## src/pdsu_defines.svh

```systemverilog
// constants for the processor-dependent space unit
//
// Functional notes
// - decode 21-bit byte address from low bits
// - 000000-15FFFF go external with fast timing
// - 180000-1FFFFF go external with slow timing
// - 32-bit seconds counter at 160000 counts seconds
// - seconds counter survives reset, changes by writes and once per second
// - token answers at 160004-160007, read acquires
// - power-up token available, owner zero
// - any token write sets available, owner kept
// - token read returns bit, clears if set
// - owner bits 28-30; acquiring read stores reader
// - read while owned returns owner, zero, unchanged
// - available bit 31, bits 0-27 read zero
// - write-only panel register 160008, payload bits 12-31
// - panel payload shifted out one bit per clock
// - 16000C-17FFFF discard writes, read zero, no error
// - external timing fixed by address, no handshake
// - control-transfer input issues command reset to target
// - viewport bit shows jig-selected sets from the data lines on address pins
// - attached to first adapter system bus side only
`ifndef PDSU_DEFINES_SVH
`define PDSU_DEFINES_SVH
// ===========================================
// address map
`define PDSU_FAST_HI 21'h15FFFF
`define PDSU_SECONDS_ADDR 21'h160000
`define PDSU_TOKEN_LO 21'h160004
`define PDSU_TOKEN_HI 21'h160007
`define PDSU_PANEL_ADDR 21'h160008
`define PDSU_SLOW_LO 21'h180000
// ===========================================
// field positions
`define PDSU_AVAIL_BIT 31
`define PDSU_OWNER_LSB 28
`define PDSU_PANEL_LSB 12
// ===========================================
// timing in ns and cycles at 200 MHz
`define PDSU_CLK_NS 5
`define PDSU_FAST_NS 50
`define PDSU_SLOW_NS 200
`define PDSU_FAST_CYC ((`PDSU_FAST_NS + `PDSU_CLK_NS - 1) / `PDSU_CLK_NS)
`define PDSU_SLOW_CYC ((`PDSU_SLOW_NS + `PDSU_CLK_NS - 1) / `PDSU_CLK_NS)
`define PDSU_SECOND_CYC 200000000
`define PDSU_PANEL_HALF_CYC 10
`endif

```

## src/pdsu_pkg.sv

```systemverilog
// types for the processor-dependent space unit
package pdsu_pkg;
	// ===========================================
	// access sequencer states
	typedef enum logic [1:0] {
		PDSU_IDLE,
		PDSU_EXT,
		PDSU_DONE
	} pdsu_state_t;
endpackage

```

## src/pdsu_unit.sv

```systemverilog
// processor-dependent space decoder with internal registers and external port
`timescale 1ns/1ps
`include "pdsu_defines.svh"
module pdsu_unit
	import pdsu_pkg::*;
#(
	parameter int unsigned SECOND_CYC = `PDSU_SECOND_CYC,
	parameter int unsigned PANEL_HALF_CYC = `PDSU_PANEL_HALF_CYC
) (
	// clock and reset
	input wire logic i_mclk,
	input wire logic i_reset,
	// request from the first adapter system bus side
	input wire logic i_req,
	input wire logic i_write,
	input wire logic [31:0] i_addr,
	input wire logic [31:0] i_wdata,
	input wire logic [2:0] i_master_id,
	output logic o_ack,
	output logic [31:0] o_rdata,
	// external memory-like port
	output logic [20:0] o_port_addr,
	output logic o_port_addr_valid,
	output logic [7:0] o_port_data,
	output logic o_port_data_oe_n,
	input wire logic [7:0] i_port_data,
	output logic o_port_write_en,
	output logic o_port_output_en,
	// front panel
	output logic o_panel_serial_out,
	output logic o_panel_shift_clock,
	// transfer of control
	input wire logic i_transfer_of_control_input,
	input wire logic [2:0] i_control_transfer_target_id,
	output logic o_cmd_reset_req,
	output logic [2:0] o_cmd_reset_target,
	// test viewport
	input wire logic i_viewport_en,
	output logic [7:0] o_view_select
);
	// ===========================================
	// parameter checks at elaboration
	// the prescaler needs at least two states per second
	if (SECOND_CYC < 2) begin : g_bad_second
		$error("pdsu_unit: second count too small");
	end
	// the half-period counter is only eight bits wide
	if (PANEL_HALF_CYC < 1 || PANEL_HALF_CYC > 256) begin : g_bad_panel
		$error("pdsu_unit: panel half period out of range");
	end

	// ===========================================
	// decode
	logic [20:0] addr21; // byte address in the space
	assign addr21 = i_addr[20:0];
	logic hit_fast;
	logic hit_slow;
	logic hit_secs;
	logic hit_token;
	logic hit_panel;
	assign hit_fast = addr21 <= `PDSU_FAST_HI;
	assign hit_slow = addr21 >= `PDSU_SLOW_LO;
	// word registers decode by word, so every byte lane of them answers
	assign hit_secs = addr21[20:2] == 19'(`PDSU_SECONDS_ADDR >> 2);
	assign hit_token = addr21 >= `PDSU_TOKEN_LO && addr21 <= `PDSU_TOKEN_HI;
	assign hit_panel = addr21[20:2] == 19'(`PDSU_PANEL_ADDR >> 2);

	pdsu_state_t state_q;
	logic [7:0] wait_q; // remaining external strobe cycles
	logic take; // request accepted this cycle
	assign take = i_req && state_q == PDSU_IDLE;
	logic ext_take;
	assign ext_take = take && (hit_fast || hit_slow);
	logic int_take;
	assign int_take = take && !(hit_fast || hit_slow);

	// ===========================================
	// seconds counter: no reset so value persists
	logic [31:0] secs_q;
	logic [31:0] tick_q; // cycles within the current second
	always_ff @(posedge i_mclk) begin
		if (int_take && i_write && hit_secs) begin
			secs_q <= i_wdata;
		end else if (tick_q == SECOND_CYC - 1) begin
			secs_q <= secs_q + 32'h1;
		end
	end
	// prescaler restarts on reset: this loses under a second of phase,
	// but an unreset counter would never leave its unknown power-up state
	always_ff @(posedge i_mclk or posedge i_reset) begin
		if (i_reset) begin
			tick_q <= 32'h0;
		end else if (tick_q >= SECOND_CYC - 1) begin
			tick_q <= 32'h0;
		end else begin
			tick_q <= tick_q + 32'h1;
		end
	end

	// ===========================================
	// ownership token
	logic avail_q;
	logic [2:0] owner_q;
	always_ff @(posedge i_mclk or posedge i_reset) begin
		if (i_reset) begin
			avail_q <= 1'b1;
			owner_q <= 3'h0;
		end else if (int_take && hit_token) begin
			if (i_write) begin
				avail_q <= 1'b1;
			end else if (avail_q) begin
				avail_q <= 1'b0;
				owner_q <= i_master_id;
			end
		end
	end

	// ===========================================
	// panel shifter, msb first
	logic [19:0] pshift_q;
	logic [4:0] pbits_q; // bits left to send
	logic [7:0] phalf_q;
	logic pclk_q;
	logic pout_q;
	always_ff @(posedge i_mclk or posedge i_reset) begin
		if (i_reset) begin
			pshift_q <= 20'h0;
			pbits_q <= 5'h0;
			phalf_q <= 8'h0;
			pclk_q <= 1'b0;
			pout_q <= 1'b0;
		end else if (int_take && i_write && hit_panel) begin
			// a new write restarts any shift in progress
			pshift_q <= i_wdata[31:`PDSU_PANEL_LSB];
			pbits_q <= 5'd20;
			phalf_q <= 8'h0;
			pclk_q <= 1'b0;
		end else if (pbits_q != 5'h0) begin
			if (phalf_q == 8'(PANEL_HALF_CYC - 1)) begin
				phalf_q <= 8'h0;
				if (!pclk_q) begin
					pout_q <= pshift_q[19];
					pclk_q <= 1'b1;
				end else begin
					pclk_q <= 1'b0;
					pshift_q <= {pshift_q[18:0], 1'b0};
					pbits_q <= pbits_q - 5'h1;
				end
			end else begin
				phalf_q <= phalf_q + 8'h1;
			end
		end else begin
			pclk_q <= 1'b0;
		end
	end
	assign o_panel_serial_out = pout_q;
	assign o_panel_shift_clock = pclk_q;

	// ===========================================
	// access sequencer and external port
	logic write_q;
	always_ff @(posedge i_mclk or posedge i_reset) begin
		if (i_reset) begin
			state_q <= PDSU_IDLE;
			wait_q <= 8'h0;
			write_q <= 1'b0;
			o_ack <= 1'b0;
			o_rdata <= 32'h0;
			o_port_addr <= 21'h0;
			o_port_addr_valid <= 1'b0;
			o_port_data <= 8'h0;
			o_port_data_oe_n <= 1'b1;
			o_port_write_en <= 1'b0;
			o_port_output_en <= 1'b0;
		end else begin
			o_ack <= 1'b0;
			unique case (state_q)
				PDSU_IDLE: begin
					if (ext_take) begin
						// timing chosen purely by address
						wait_q <= hit_fast ? 8'(`PDSU_FAST_CYC) : 8'(`PDSU_SLOW_CYC);
						write_q <= i_write;
						o_port_addr <= addr21;
						o_port_addr_valid <= 1'b1;
						o_port_data <= i_wdata[7:0];
						o_port_data_oe_n <= !i_write;
						o_port_write_en <= i_write;
						o_port_output_en <= !i_write;
						state_q <= PDSU_EXT;
					end else if (int_take) begin
						o_ack <= 1'b1;
						state_q <= PDSU_DONE;
						if (i_write || !(hit_secs || hit_token)) begin
							o_rdata <= 32'h0;
						end else if (hit_secs) begin
							o_rdata <= secs_q;
						end else begin
							o_rdata <= {avail_q, owner_q, 28'h0};
						end
					end
				end
				PDSU_EXT: begin
					if (wait_q == 8'h1) begin
						o_rdata <= write_q ? 32'h0 : {24'h0, i_port_data};
						o_ack <= 1'b1;
						o_port_addr_valid <= 1'b0;
						o_port_data_oe_n <= 1'b1;
						o_port_write_en <= 1'b0;
						o_port_output_en <= 1'b0;
						state_q <= PDSU_DONE;
					end
					wait_q <= wait_q - 8'h1;
				end
				PDSU_DONE: begin
					state_q <= PDSU_IDLE;
				end
			endcase
			// viewport overrides address pins with selected data
			if (i_viewport_en) begin
				o_port_addr <= {13'h0, i_port_data};
			end
		end
	end

	// ===========================================
	// transfer of control forwarding, on rising edge
	logic toc_q;
	always_ff @(posedge i_mclk or posedge i_reset) begin
		if (i_reset) begin
			toc_q <= 1'b0;
			o_cmd_reset_req <= 1'b0;
			o_cmd_reset_target <= 3'h0;
			o_view_select <= 8'h0;
		end else begin
			toc_q <= i_transfer_of_control_input;
			o_cmd_reset_req <= i_transfer_of_control_input && !toc_q;
			o_cmd_reset_target <= i_control_transfer_target_id;
			o_view_select <= i_viewport_en ? i_port_data : 8'h0;
		end
	end

	// ===========================================
	// assertions
	property p_token_acquire;
		@(posedge i_mclk) disable iff (i_reset)
		(int_take && hit_token && !i_write && avail_q) |=> (!avail_q && owner_q == $past(i_master_id));
	endproperty
	a_token_acquire: assert property (p_token_acquire) else $error("token acquire wrong");
	property p_token_write;
		@(posedge i_mclk) disable iff (i_reset)
		(int_take && hit_token && i_write) |=> (avail_q && $stable(owner_q));
	endproperty
	a_token_write: assert property (p_token_write) else $error("token write wrong");
	property p_token_owned;
		@(posedge i_mclk) disable iff (i_reset)
		(int_take && hit_token && !i_write && !avail_q) |=> (o_rdata[31] == 1'b0 && $stable(owner_q));
	endproperty
	a_token_owned: assert property (p_token_owned) else $error("owned read wrong");
	property p_unused_zero;
		@(posedge i_mclk) disable iff (i_reset)
		(int_take && !hit_secs && !hit_token) |=> (o_ack && o_rdata == 32'h0);
	endproperty
	a_unused_zero: assert property (p_unused_zero) else $error("unused space not zero");
	property p_fast_time;
		@(posedge i_mclk) disable iff (i_reset)
		(ext_take && hit_fast) |=> o_port_addr_valid [*8] ##1 o_port_addr_valid [*2] ##1 !o_port_addr_valid;
	endproperty
	a_fast_time: assert property (p_fast_time) else $error("fast timing wrong");
	property p_slow_ack;
		@(posedge i_mclk) disable iff (i_reset)
		(ext_take && hit_slow) |=> !o_ack [*8] ##1 (!o_ack [*8]) ##25 o_ack;
	endproperty
	a_slow_ack: assert property (p_slow_ack) else $error("slow ack early or missing");
	property p_panel_idle;
		@(posedge i_mclk) disable iff (i_reset)
		(pbits_q == 5'h0 && !(int_take && i_write && hit_panel)) |=> !o_panel_shift_clock;
	endproperty
	a_panel_idle: assert property (p_panel_idle) else $error("panel clock not idle");
	property p_toc;
		@(posedge i_mclk) disable iff (i_reset)
		$rose(i_transfer_of_control_input) |=> o_cmd_reset_req;
	endproperty
	a_toc: assert property (p_toc) else $error("control transfer not forwarded");
	property p_secs_write;
		@(posedge i_mclk) disable iff (i_reset)
		(int_take && i_write && hit_secs) |=> secs_q == $past(i_wdata);
	endproperty
	a_secs_write: assert property (p_secs_write) else $error("seconds write lost");
	// ===========================================
	// port timing, data path and side-effect checks
	// a fast access answers eleven edges after it is taken
	property p_fast_ack;
		@(posedge i_mclk) disable iff (i_reset)
		(ext_take && hit_fast) |-> ##11 o_ack;
	endproperty
	a_fast_ack: assert property (p_fast_ack) else $error("fast access answer late");
	// a write drives the data lines and pulses only write enable
	property p_ext_write;
		@(posedge i_mclk) disable iff (i_reset)
		(ext_take && i_write) |=> (o_port_write_en && !o_port_data_oe_n && !o_port_output_en);
	endproperty
	a_ext_write: assert property (p_ext_write) else $error("external write strobes wrong");
	// a read releases the data lines and raises only output enable
	property p_ext_read;
		@(posedge i_mclk) disable iff (i_reset)
		(ext_take && !i_write) |=> (o_port_output_en && o_port_data_oe_n && !o_port_write_en);
	endproperty
	a_ext_read: assert property (p_ext_read) else $error("external read strobes wrong");
	// the low address bits reach the pins unchanged
	property p_ext_addr;
		@(posedge i_mclk) disable iff (i_reset)
		(ext_take && !i_viewport_en) |=> (o_port_addr == $past(addr21) && o_port_addr_valid);
	endproperty
	a_ext_addr: assert property (p_ext_addr) else $error("external address wrong");
	// an acquiring read returns the previous owner with the bit set
	property p_token_read_data;
		@(posedge i_mclk) disable iff (i_reset)
		(int_take && hit_token && !i_write && avail_q) |=> (o_rdata == {1'b1, $past(owner_q), 28'h0});
	endproperty
	a_token_read_data: assert property (p_token_read_data) else $error("acquire read data wrong");
	// a seconds read returns the value standing at the take
	property p_secs_read;
		@(posedge i_mclk) disable iff (i_reset)
		(int_take && hit_secs && !i_write) |=> (o_ack && o_rdata == $past(secs_q));
	endproperty
	a_secs_read: assert property (p_secs_read) else $error("seconds read wrong");
	// one command reset per rising edge, never a held request
	property p_toc_pulse;
		@(posedge i_mclk) disable iff (i_reset)
		o_cmd_reset_req |=> !o_cmd_reset_req;
	endproperty
	a_toc_pulse: assert property (p_toc_pulse) else $error("command reset not a pulse");
	// viewport shows the selected set on the address pins
	property p_view;
		@(posedge i_mclk) disable iff (i_reset)
		i_viewport_en |=> (o_port_addr == {13'h0, $past(i_port_data)} && o_view_select == $past(i_port_data));
	endproperty
	a_view: assert property (p_view) else $error("viewport selection wrong");
	// a panel write loads the payload field and a full bit count
	property p_panel_start;
		@(posedge i_mclk) disable iff (i_reset)
		(int_take && i_write && hit_panel) |=> (pbits_q == 5'h14 && pshift_q == 20'($past(i_wdata) >> `PDSU_PANEL_LSB));
	endproperty
	a_panel_start: assert property (p_panel_start) else $error("panel load wrong");
endmodule

```

## config.mk

```make
export PLATFORM = sky130hd
export DESIGN_NAME = pdsu_unit
export DESIGN_NICKNAME = d
export VERILOG_FILES = /design/src/pdsu_pkg.sv /design/src/pdsu_unit.sv
export VERILOG_INCLUDE_DIRS = /design/src
export SDC_FILE = /design/constraint.sdc
export NUM_CORES = 1
export LEC_CHECK = 0
export BUFFER_PORTS_ARGS = -buffer_cell sky130_fd_sc_hd__buf_2
export CAP_MARGIN = 20
export CORE_UTILIZATION = 45
export DETAILED_ROUTE_END_ITERATION = 10
export GPL_TIMING_DRIVEN = 1
export HOLD_SLACK_MARGIN = 0.1
export PLACE_DENSITY_LB_ADDON = 0.3
export SETUP_SLACK_MARGIN = 0.4
export SYNTH_ARGS = -nofsm -noshare
export SYNTH_HDL_FRONTEND = slang
export SYNTH_SLANG_ARGS = --single-unit
```

## constraint.sdc

```tcl
create_clock -name i_mclk -period 7.9 [get_ports i_mclk]
set_clock_uncertainty 0.1 [all_clocks]
set_input_delay 1.58 -clock i_mclk [delete_from_list [all_inputs] [get_ports i_mclk]]
set_output_delay 1.58 -clock i_mclk [all_outputs]
set_load 0.02 [all_outputs]
```

==> summary.txt, run 1 <==
Critical path
  • End of the worst register-to-register path: secs_q[1]
  • Critical Path Source Type: input port
  • Worst endpoint required time: 7880 ps
  • Data arrival, critical path: approximately 3800 ps
  • Worst reg2reg startpoint: state_q[1]
  • Minimum setup slack among reg-to-reg paths: 4870 ps
  • Kind of end point of the critical path: flip-flop
  • R2R depth: 8
  • Type of the worst setup path: input port to flip-flop
  • Maximum fanout count along the critical path: 32
  • Worst setup path endpoint: secs_q[1]
  • Critical Path Start: i_addr[4]

Placed design
  • Routability-driven placement congestion ratio: 0.7878
  • Worst-case setup slack after placement: 3609 ps
  • HPWL after detailed placement: 14.25 mm
  • # port buffers: 152

Cells and area
  • Relative area change from synthesis to final layout: 17.07%
  • Leading cell type in the layout, fill and taps excluded: sky130_fd_sc_hd__dfrtp_1
  • Number of filler cells placed in the layout: 1822
  • Sequential Area: 0.004992 sq mm
  • Leading cell types in the layout, fill and taps excluded: sky130_fd_sc_hd__dfrtp_1 (159), sky130_fd_sc_hd__buf_2 (152), sky130_fd_sc_hd__nand2_1 (131)
  • Number of nets in the final layout: 1116
  • ANT cells: 0
  • Ratio of cells with drive above 1 in the final layout: approximately a quarter
  • Footprint of the multi-input gates: 0.004030 sq mm

Logic synthesis
  • Top FF cell, synth: sky130_fd_sc_hd__dfrtp_1
  • Total of flip-flops plus latches after synthesis: 193
  • Number of different library cells in the post-synthesis netlist: 60
  • Seq/Total Area, Yosys: 53.92%
  • Synth Area per Inst: 10.58 sq um
  • Synthesized cell area: 0.009259 sq mm
  • Number of standard cells after synthesis: slightly below 900
  • Number of synthesis warnings: 0
  • Share of synthesized registers carrying an async set or reset: a little over four fifths
  • Number of flops mapped to enable cells by yosys: 32

Run status
  • Status: completed

Clocking
  • Number of H-tree branching levels: 4
  • Number of buffers inserted by post-CTS setup repair: 0
  • CTS root buf: sky130_fd_sc_hd__clkbuf_16
  • Number of buffers inserted for hold repair after clock tree synthesis: 0
  • TritonCTS Sinks: 193
  • Clock slew at reported path FFs: 70 ps
  • Clk Latency, worst-skew pair: 440 ps
  • Clock tree from TritonCTS: built
  • Maximum count of clock buffers along a single path: 2
  • Total clock buffers created by CTS: 17
  • Post-CTS resize count: 0

Global routing
  • Global route overflow: 0
  • Pin count of the biggest net entering global routing: 96
  • Tot GR Track Use: about a fifth
  • Number of antenna violations at the first check in global routing: 0
  • Wire length of the first global-routing pass: 34.27 mm
  • Number of global-route vias before repair: 6633

Power
  • Switching Share: 31.63%
  • Worst-case vdd ir drop: 143.8 uV
  • Clock power share: between 30% and 40%
  • Sequential share of power: 47.3%
  • Leak pwr: between 4 and 5 nW
  • Power per standard cell area: 232.7 mW/mm^2
  • Fraction of power consumed by combinational cells: 20.4%
  • Switching power summed over all nets: 0.0007979 W
  • Internal Pwr Total: 0.001725 W

STA
  • Hold violation total from the final report: 0
  • Final Cycle Share: 48.73%
  • Min Clock Period, post-route: 3850 ps
  • Sum of negative setup slack: 0 ps
  • Slew @ Worst Pin: approximately 960 ps
  • Setup slack after layout: 4050 ps
  • Pins Over Slew Limit: 0
  • Number of endpoints failing setup at the final stage: 0
  • RSZ-0062 raised after global routing: no
  • Timing-limited maximum frequency: 259.8 MHz
  • Max transition margin: 35.48%

Route
  • Post-DRT Antenna Nets: 0
  • Routed wirelength normalized by instance count: 15.91 um
  • DRC violation count after routing: 0
  • First-pass iteration count of the detailed router: 5
  • Total number of vias: 6903
  • Detailed-route vias per instance: 5.290
  • Number of DRC markers in iteration 0: 334
  • WL final: 20.76 mm

Floorplanning
  • Chip Height: 145.4 um
  • Placeable core region: 0.02023 sq mm
  • Site Rows: 52
  • Die Span X: 145.4 um
  • Starting density of the core: 45.76%
  • Die area: 0.02115 sq mm
  • Boundary Pins: 164

Job
  • Max_cap viols: 0

Min path
  • Classification of the worst-slack hold path: flip-flop to flip-flop
==> layer usage <==
layer | track usage (%) | up-vias | share of wire, %
met5 | 0 | - | 0
met4 | 5.526 | 0 | 1.2
met3 | 3.762 | 20 | 3.8
met2 | 32.21 | 167 | 47
met1 | 28.68 | 3367 | 48
li1 | - | 3349 | -
==> Yosys cell counts (19+ instances only) <==
master                     number  share of area [%]
sky130_fd_sc_hd__nand2_1      131                5.3
sky130_fd_sc_hd__xnor2_1       19                1.8
sky130_fd_sc_hd__edfxtp_1      32                 10
sky130_fd_sc_hd__a21oi_2       19                1.8
sky130_fd_sc_hd__clkbuf_1      22               0.89
sky130_fd_sc_hd__a22o_1        26                2.5
sky130_fd_sc_hd__xor2_1        43                4.1
sky130_fd_sc_hd__a21oi_1       46                2.5
sky130_fd_sc_hd__nand4_1       24                1.6
sky130_fd_sc_hd__mux2i_1       33                3.6
sky130_fd_sc_hd__nor2_1        83                3.4
sky130_fd_sc_hd__nand3_1       28                1.5
sky130_fd_sc_hd__dfrtp_1      159                 43
==> cell families (layout without fill, tap and decap cells) <==
family / count (synthesis) / count (layout) / synth area share, %
simple gates: 366 / 366 / 20.55
flops: 193 / 193 / 53.92
compound gates: 147 / 147 / 10.70
xor+xnor: 62 / 62 / 5.865
buf+inv: 54 / 211 / 2.905
mux: 42 / 42 / 4.662
fa+ha+maj: 10 / 10 / 1.351
other cells: 1 / 4 / 0.04050
==> registers in the layout, summed over array words and instances, names as in the netlist, 8 cells and up <==
signal,cells
o_port_addr,21
secs_q,32
tick_q,32
o_view_select,8
phalf_q,8
o_rdata,32
wait_q,8
pshift_q,20
o_port_data,8
==> how the worst min path moves through the flow <==
stage / startpoint / to / cells after the start
CTS: toc_q / o_cmd_reset_req / 1
floorplan: toc_q / o_cmd_reset_req / 1
global route: toc_q / o_cmd_reset_req / 1
detailed placement: toc_q / o_cmd_reset_req / 1
finish: toc_q / o_cmd_reset_req / 1
global placement: toc_q / o_cmd_reset_req / 1
==> final cells by class <==
type                       count  area share (%)
clock inverter                12          0.9235
clock buffer                  20           4.121
inverter                      17          0.6349
tap                          270           3.117
sequential                   193           46.06
multi-input combinational    631           37.18
timing repair buffer         162           7.965
==> worst max-delay path, stage by stage <==
cell	delay, ps
sky130_fd_sc_hd__buf_2	110
sky130_fd_sc_hd__nor4_1	550
sky130_fd_sc_hd__nand2_1	240
sky130_fd_sc_hd__nor3_1	260
sky130_fd_sc_hd__and3_1	510
sky130_fd_sc_hd__a41o_1	150
sky130_fd_sc_hd__buf_4	410
==> power groups by stage <==
stage	Clock, W	Sequential (W)	Combinational (W)
after CTS	0.000831	0.00119	0.000510
final	0.000815	0.00119	0.000514
after global placement	0	0.00121	0.000501
after floorplan	0	0.00129	0.000251
after global routing	0.000874	0.00121	0.000566
after detailed placement	0	0.00121	0.000509
==> stage by stage <==
stage	instances	power, W	hold slack (ps)	util, %	area [sq um]
final	1305	0.002523	305.9	53.57	10840
after floorplan	878	0.001541	277.7	-	9270
after detailed placement	1271	0.001722	299.2	50.66	10250
after CTS	1303	0.002535	309.7	53.36	10800
after global routing	1305	0.002649	330.7	53.57	10840
after global placement	1271	0.001709	284.3	50.66	10250
Note: power is estimated with default switching activity, not from simulation.
==> inputs of run 2 (changes only) <==
clock period = 4.01 ns   (was 7.9 ns; I/O delays follow)
==> summary.txt, run 2 (synthesis results as in run 1) <==
Route
  • First-pass iteration count of the detailed router: 6 (+1)
  • Post-DRT Antenna Nets: 0 (unchanged)
  • WL final: 21.23 mm (+2.2%)
  • DRC violation count after routing: 0 (unchanged)
  • Total number of vias: 6998 (+1.4%)
  • Routed wirelength normalized by instance count: 16.19 um (+1.8%)
  • Detailed-route vias per instance: 5.338 (+0.91%)
  • Number of DRC markers in iteration 0: 447 (+34%)

Critical path
  • Critical Path Source Type: flip-flop
  • Cell at the slowest stage of the critical path: sky130_fd_sc_hd__dfrtp_1
  • Worst endpoint required time: 4020 ps (-3860 ps)
  • Kind of end point of the critical path: flip-flop
  • Most used cell along the critical path: sky130_fd_sc_hd__buf_4
  • Largest stage delay, worst path: 400 ps (-150 ps)
  • Maximum fanout count along the critical path: 18 (-44%)
  • Data arrival, critical path: 2810 ps (-1020 ps)
  • Type of the worst setup path: flip-flop to flip-flop
  • Critical path cell sequence: inv_1 > ha_1 > and2_1 > nand2_1 > nor3_1 > and3_1 > buf_4 > a41o_1 > buf_4

Global routing
  • Most utilized layer in the global route result: met2
  • Met1 Track Usage GR: 29.70% (+1.0 points)
  • Number of global-route vias before repair: 6755 (+1.8%)
  • Tot GR Track Use: 20.78% (+0.46 points)
  • Pin count of the biggest net entering global routing: 61 (-36%)
  • Global route overflow: 0 (unchanged)
  • GR Util met3: 3.229% (-0.53 points)
  • Met2 demand-to-capacity share in global routing: 32.86% (+0.65 points)
  • Number of antenna violations at the first check in global routing: 0 (unchanged)
  • Wire length of the first global-routing pass: 35.13 mm (+2.5%)

Power
  • Sequential share of power: 47.2% (about the same)
  • Fraction of power consumed by combinational cells: 20.2% (-0.2 points)
  • Clock power share: 32.6% (+0.3 points)
  • Power per standard cell area: 458.4 mW/mm^2 (+97%)
  • Power, Total: 0.004983 W (+98%)
  • Leak pwr: 4.900 nW (+0.31%)
  • Worst-case vdd ir drop: 323.6 uV (+120%)
  • Switching power summed over all nets: 0.001603 W (+100%)
  • Switching Share: 32.16% (+0.54 points)
  • Internal Pwr Total: 0.003380 W (+96%)

Placed design
  • HPWL after detailed placement: 14.84 mm (+4.1%)
  • Routability-driven placement congestion ratio: 0.7996 (+1.5%)
  • Placed instance area: 0.01030 sq mm (+0.54%)
  • Placed insts: 1278 (+0.55%)
  • # port buffers: 152 (unchanged)

Min path
  • Classification of the worst-slack hold path: flip-flop to flip-flop

Cells and area
  • Sequential Area: 0.004992 sq mm (unchanged)
  • Leading cell types in the layout, fill and taps excluded: sky130_fd_sc_hd__dfrtp_1 (159), sky130_fd_sc_hd__buf_2 (152), sky130_fd_sc_hd__nand2_1 (131)
  • Final std cells w/o fill: 1311 (+0.46%)
  • Final cell area excluding filler cells: 0.01087 sq mm (+0.30%)
  • Largest registers ranked by flip-flop count: o_rdata x32, secs_q x32, tick_q x32
  • Footprint of the multi-input gates: 0.004021 sq mm (-0.22%)
  • Number of filler cells placed in the layout: 1837 (+0.82%)
  • Relative area change from synthesis to final layout: 17.42%
  • Number of nets in the final layout: 1122 (+0.54%)
  • Ratio of cells with drive above 1 in the final layout: 25.55% (+0.53 points)
  • ANT cells: 0 (unchanged)
  • Leading cell type in the layout, fill and taps excluded: sky130_fd_sc_hd__dfrtp_1

Floorplanning
  • Boundary Pins: 164 (unchanged)
  • Starting density of the core: 45.76% (unchanged)
  • Die Span X: 145.4 um (unchanged)
  • Chip Height: 145.4 um (unchanged)
  • Die area: 0.02115 sq mm (unchanged)
  • Site Rows: 52 (unchanged)
  • Placeable core region: 0.02023 sq mm (unchanged)

STA
  • Pins Over Slew Limit: 0 (unchanged)
  • Hold violation total from the final report: 0 (unchanged)
  • Number of endpoints failing setup at the final stage: 0 (unchanged)
  • Sum of negative setup slack: 0 ps (unchanged)
  • Timing-limited maximum frequency: 357.0 MHz
  • RSZ-0062 raised after global routing: no
  • Slew @ Worst Pin: 953.9 ps (-5.833 ps)
  • Final Cycle Share: 69.86%
  • Max transition margin: 35.92% (+0.43 points)
  • Min Clock Period, post-route: 2801 ps

Clocking
  • Number of buffers inserted for hold repair after clock tree synthesis: 0 (unchanged)
  • CTS root buf: sky130_fd_sc_hd__clkbuf_16
  • Post-CTS resize count: 0 (unchanged)
  • Clk Latency, worst-skew pair: 440 ps (about the same)
  • Number of buffers inserted by post-CTS setup repair: 0 (unchanged)
  • Clock tree from TritonCTS: built
  • Clock slew at reported path FFs: 80 ps (about the same)
  • TritonCTS Sinks: 193 (unchanged)
  • Number of H-tree branching levels: 4 (unchanged)
  • Total clock buffers created by CTS: 17 (unchanged)
  • Maximum count of clock buffers along a single path: 2 (unchanged)

Run status
  • Status: completed

Job
  • Max_cap viols: 0 (unchanged)
[run 2: cell count changes in the layout (fill, tap and decap cells not counted), sizes merged]
cell and change:
inv +1, clkinv +1, buf +6, clkbuf -2
[run 2: through the flow]
stage	utilization, %	hold slack, ps	setup slack, ps
floorplan	-	277.7	868.3
global placement	50.93	282.8	889.2
detailed placement	50.93	300.7	873.0
CTS	53.65	311.0	1230
global route	53.73	327.5	1002
finish	53.73	308.0	1209
[run 2: cell type report]
class / instances / area share (%)
sequential: 193 / 45.92
multi-input combinational: 631 / 36.99
timing repair buffer: 168 / 8.286
clock buffer: 18 / 3.948
tap: 270 / 3.107
clock inverter: 14 / 1.128
inverter: 17 / 0.6215
[run 2: worst max-delay path: cells and delay by family, from the launching register on]
kind | cells | cell delay, ps
and+or+nand+nor | 4 | 940
buffers and inverters | 3 | 560
DFF | 1 | 400
AOI/OAI and AO/OA | 1 | 170
adders and majority gates | 1 | 310
[run 2: routing by layer]
metal	vias up	share of wire, %
met5	-	0
met1	3429	48
met3	25	4.4
met4	0	1.3
li1	3355	-
met2	189	47
[run 2: final timing paths]
kind / startpoint / to / slack [ps] / cells past startpoint
hold reg to reg: toc_q / o_cmd_reset_req / 310 / 1
setup / recovery: state_q[0] / secs_q[0] / 1210 / 9
setup reg to reg: state_q[0] / secs_q[0] / 1210 / 9
min in group asynchronous: i_reset / o_port_addr[13] / 430 / 2
hold / removal: toc_q / o_cmd_reset_req / 310 / 1
max in group asynchronous: i_reset / phalf_q[2] / 2550 / 3
[run 2: power groups by stage]
stage / clock (W) / sequential, W / combinational [W]
5_1_grt: 0.00173 / 0.00238 / 0.00111
2_1_floorplan: 0 / 0.00254 / 0.000495
4_1_cts: 0.00165 / 0.00235 / 0.00102
6_report: 0.00163 / 0.00235 / 0.00101
3_3_place_gp: 0 / 0.00238 / 0.000995
3_5_place_dp: 0 / 0.00239 / 0.00101
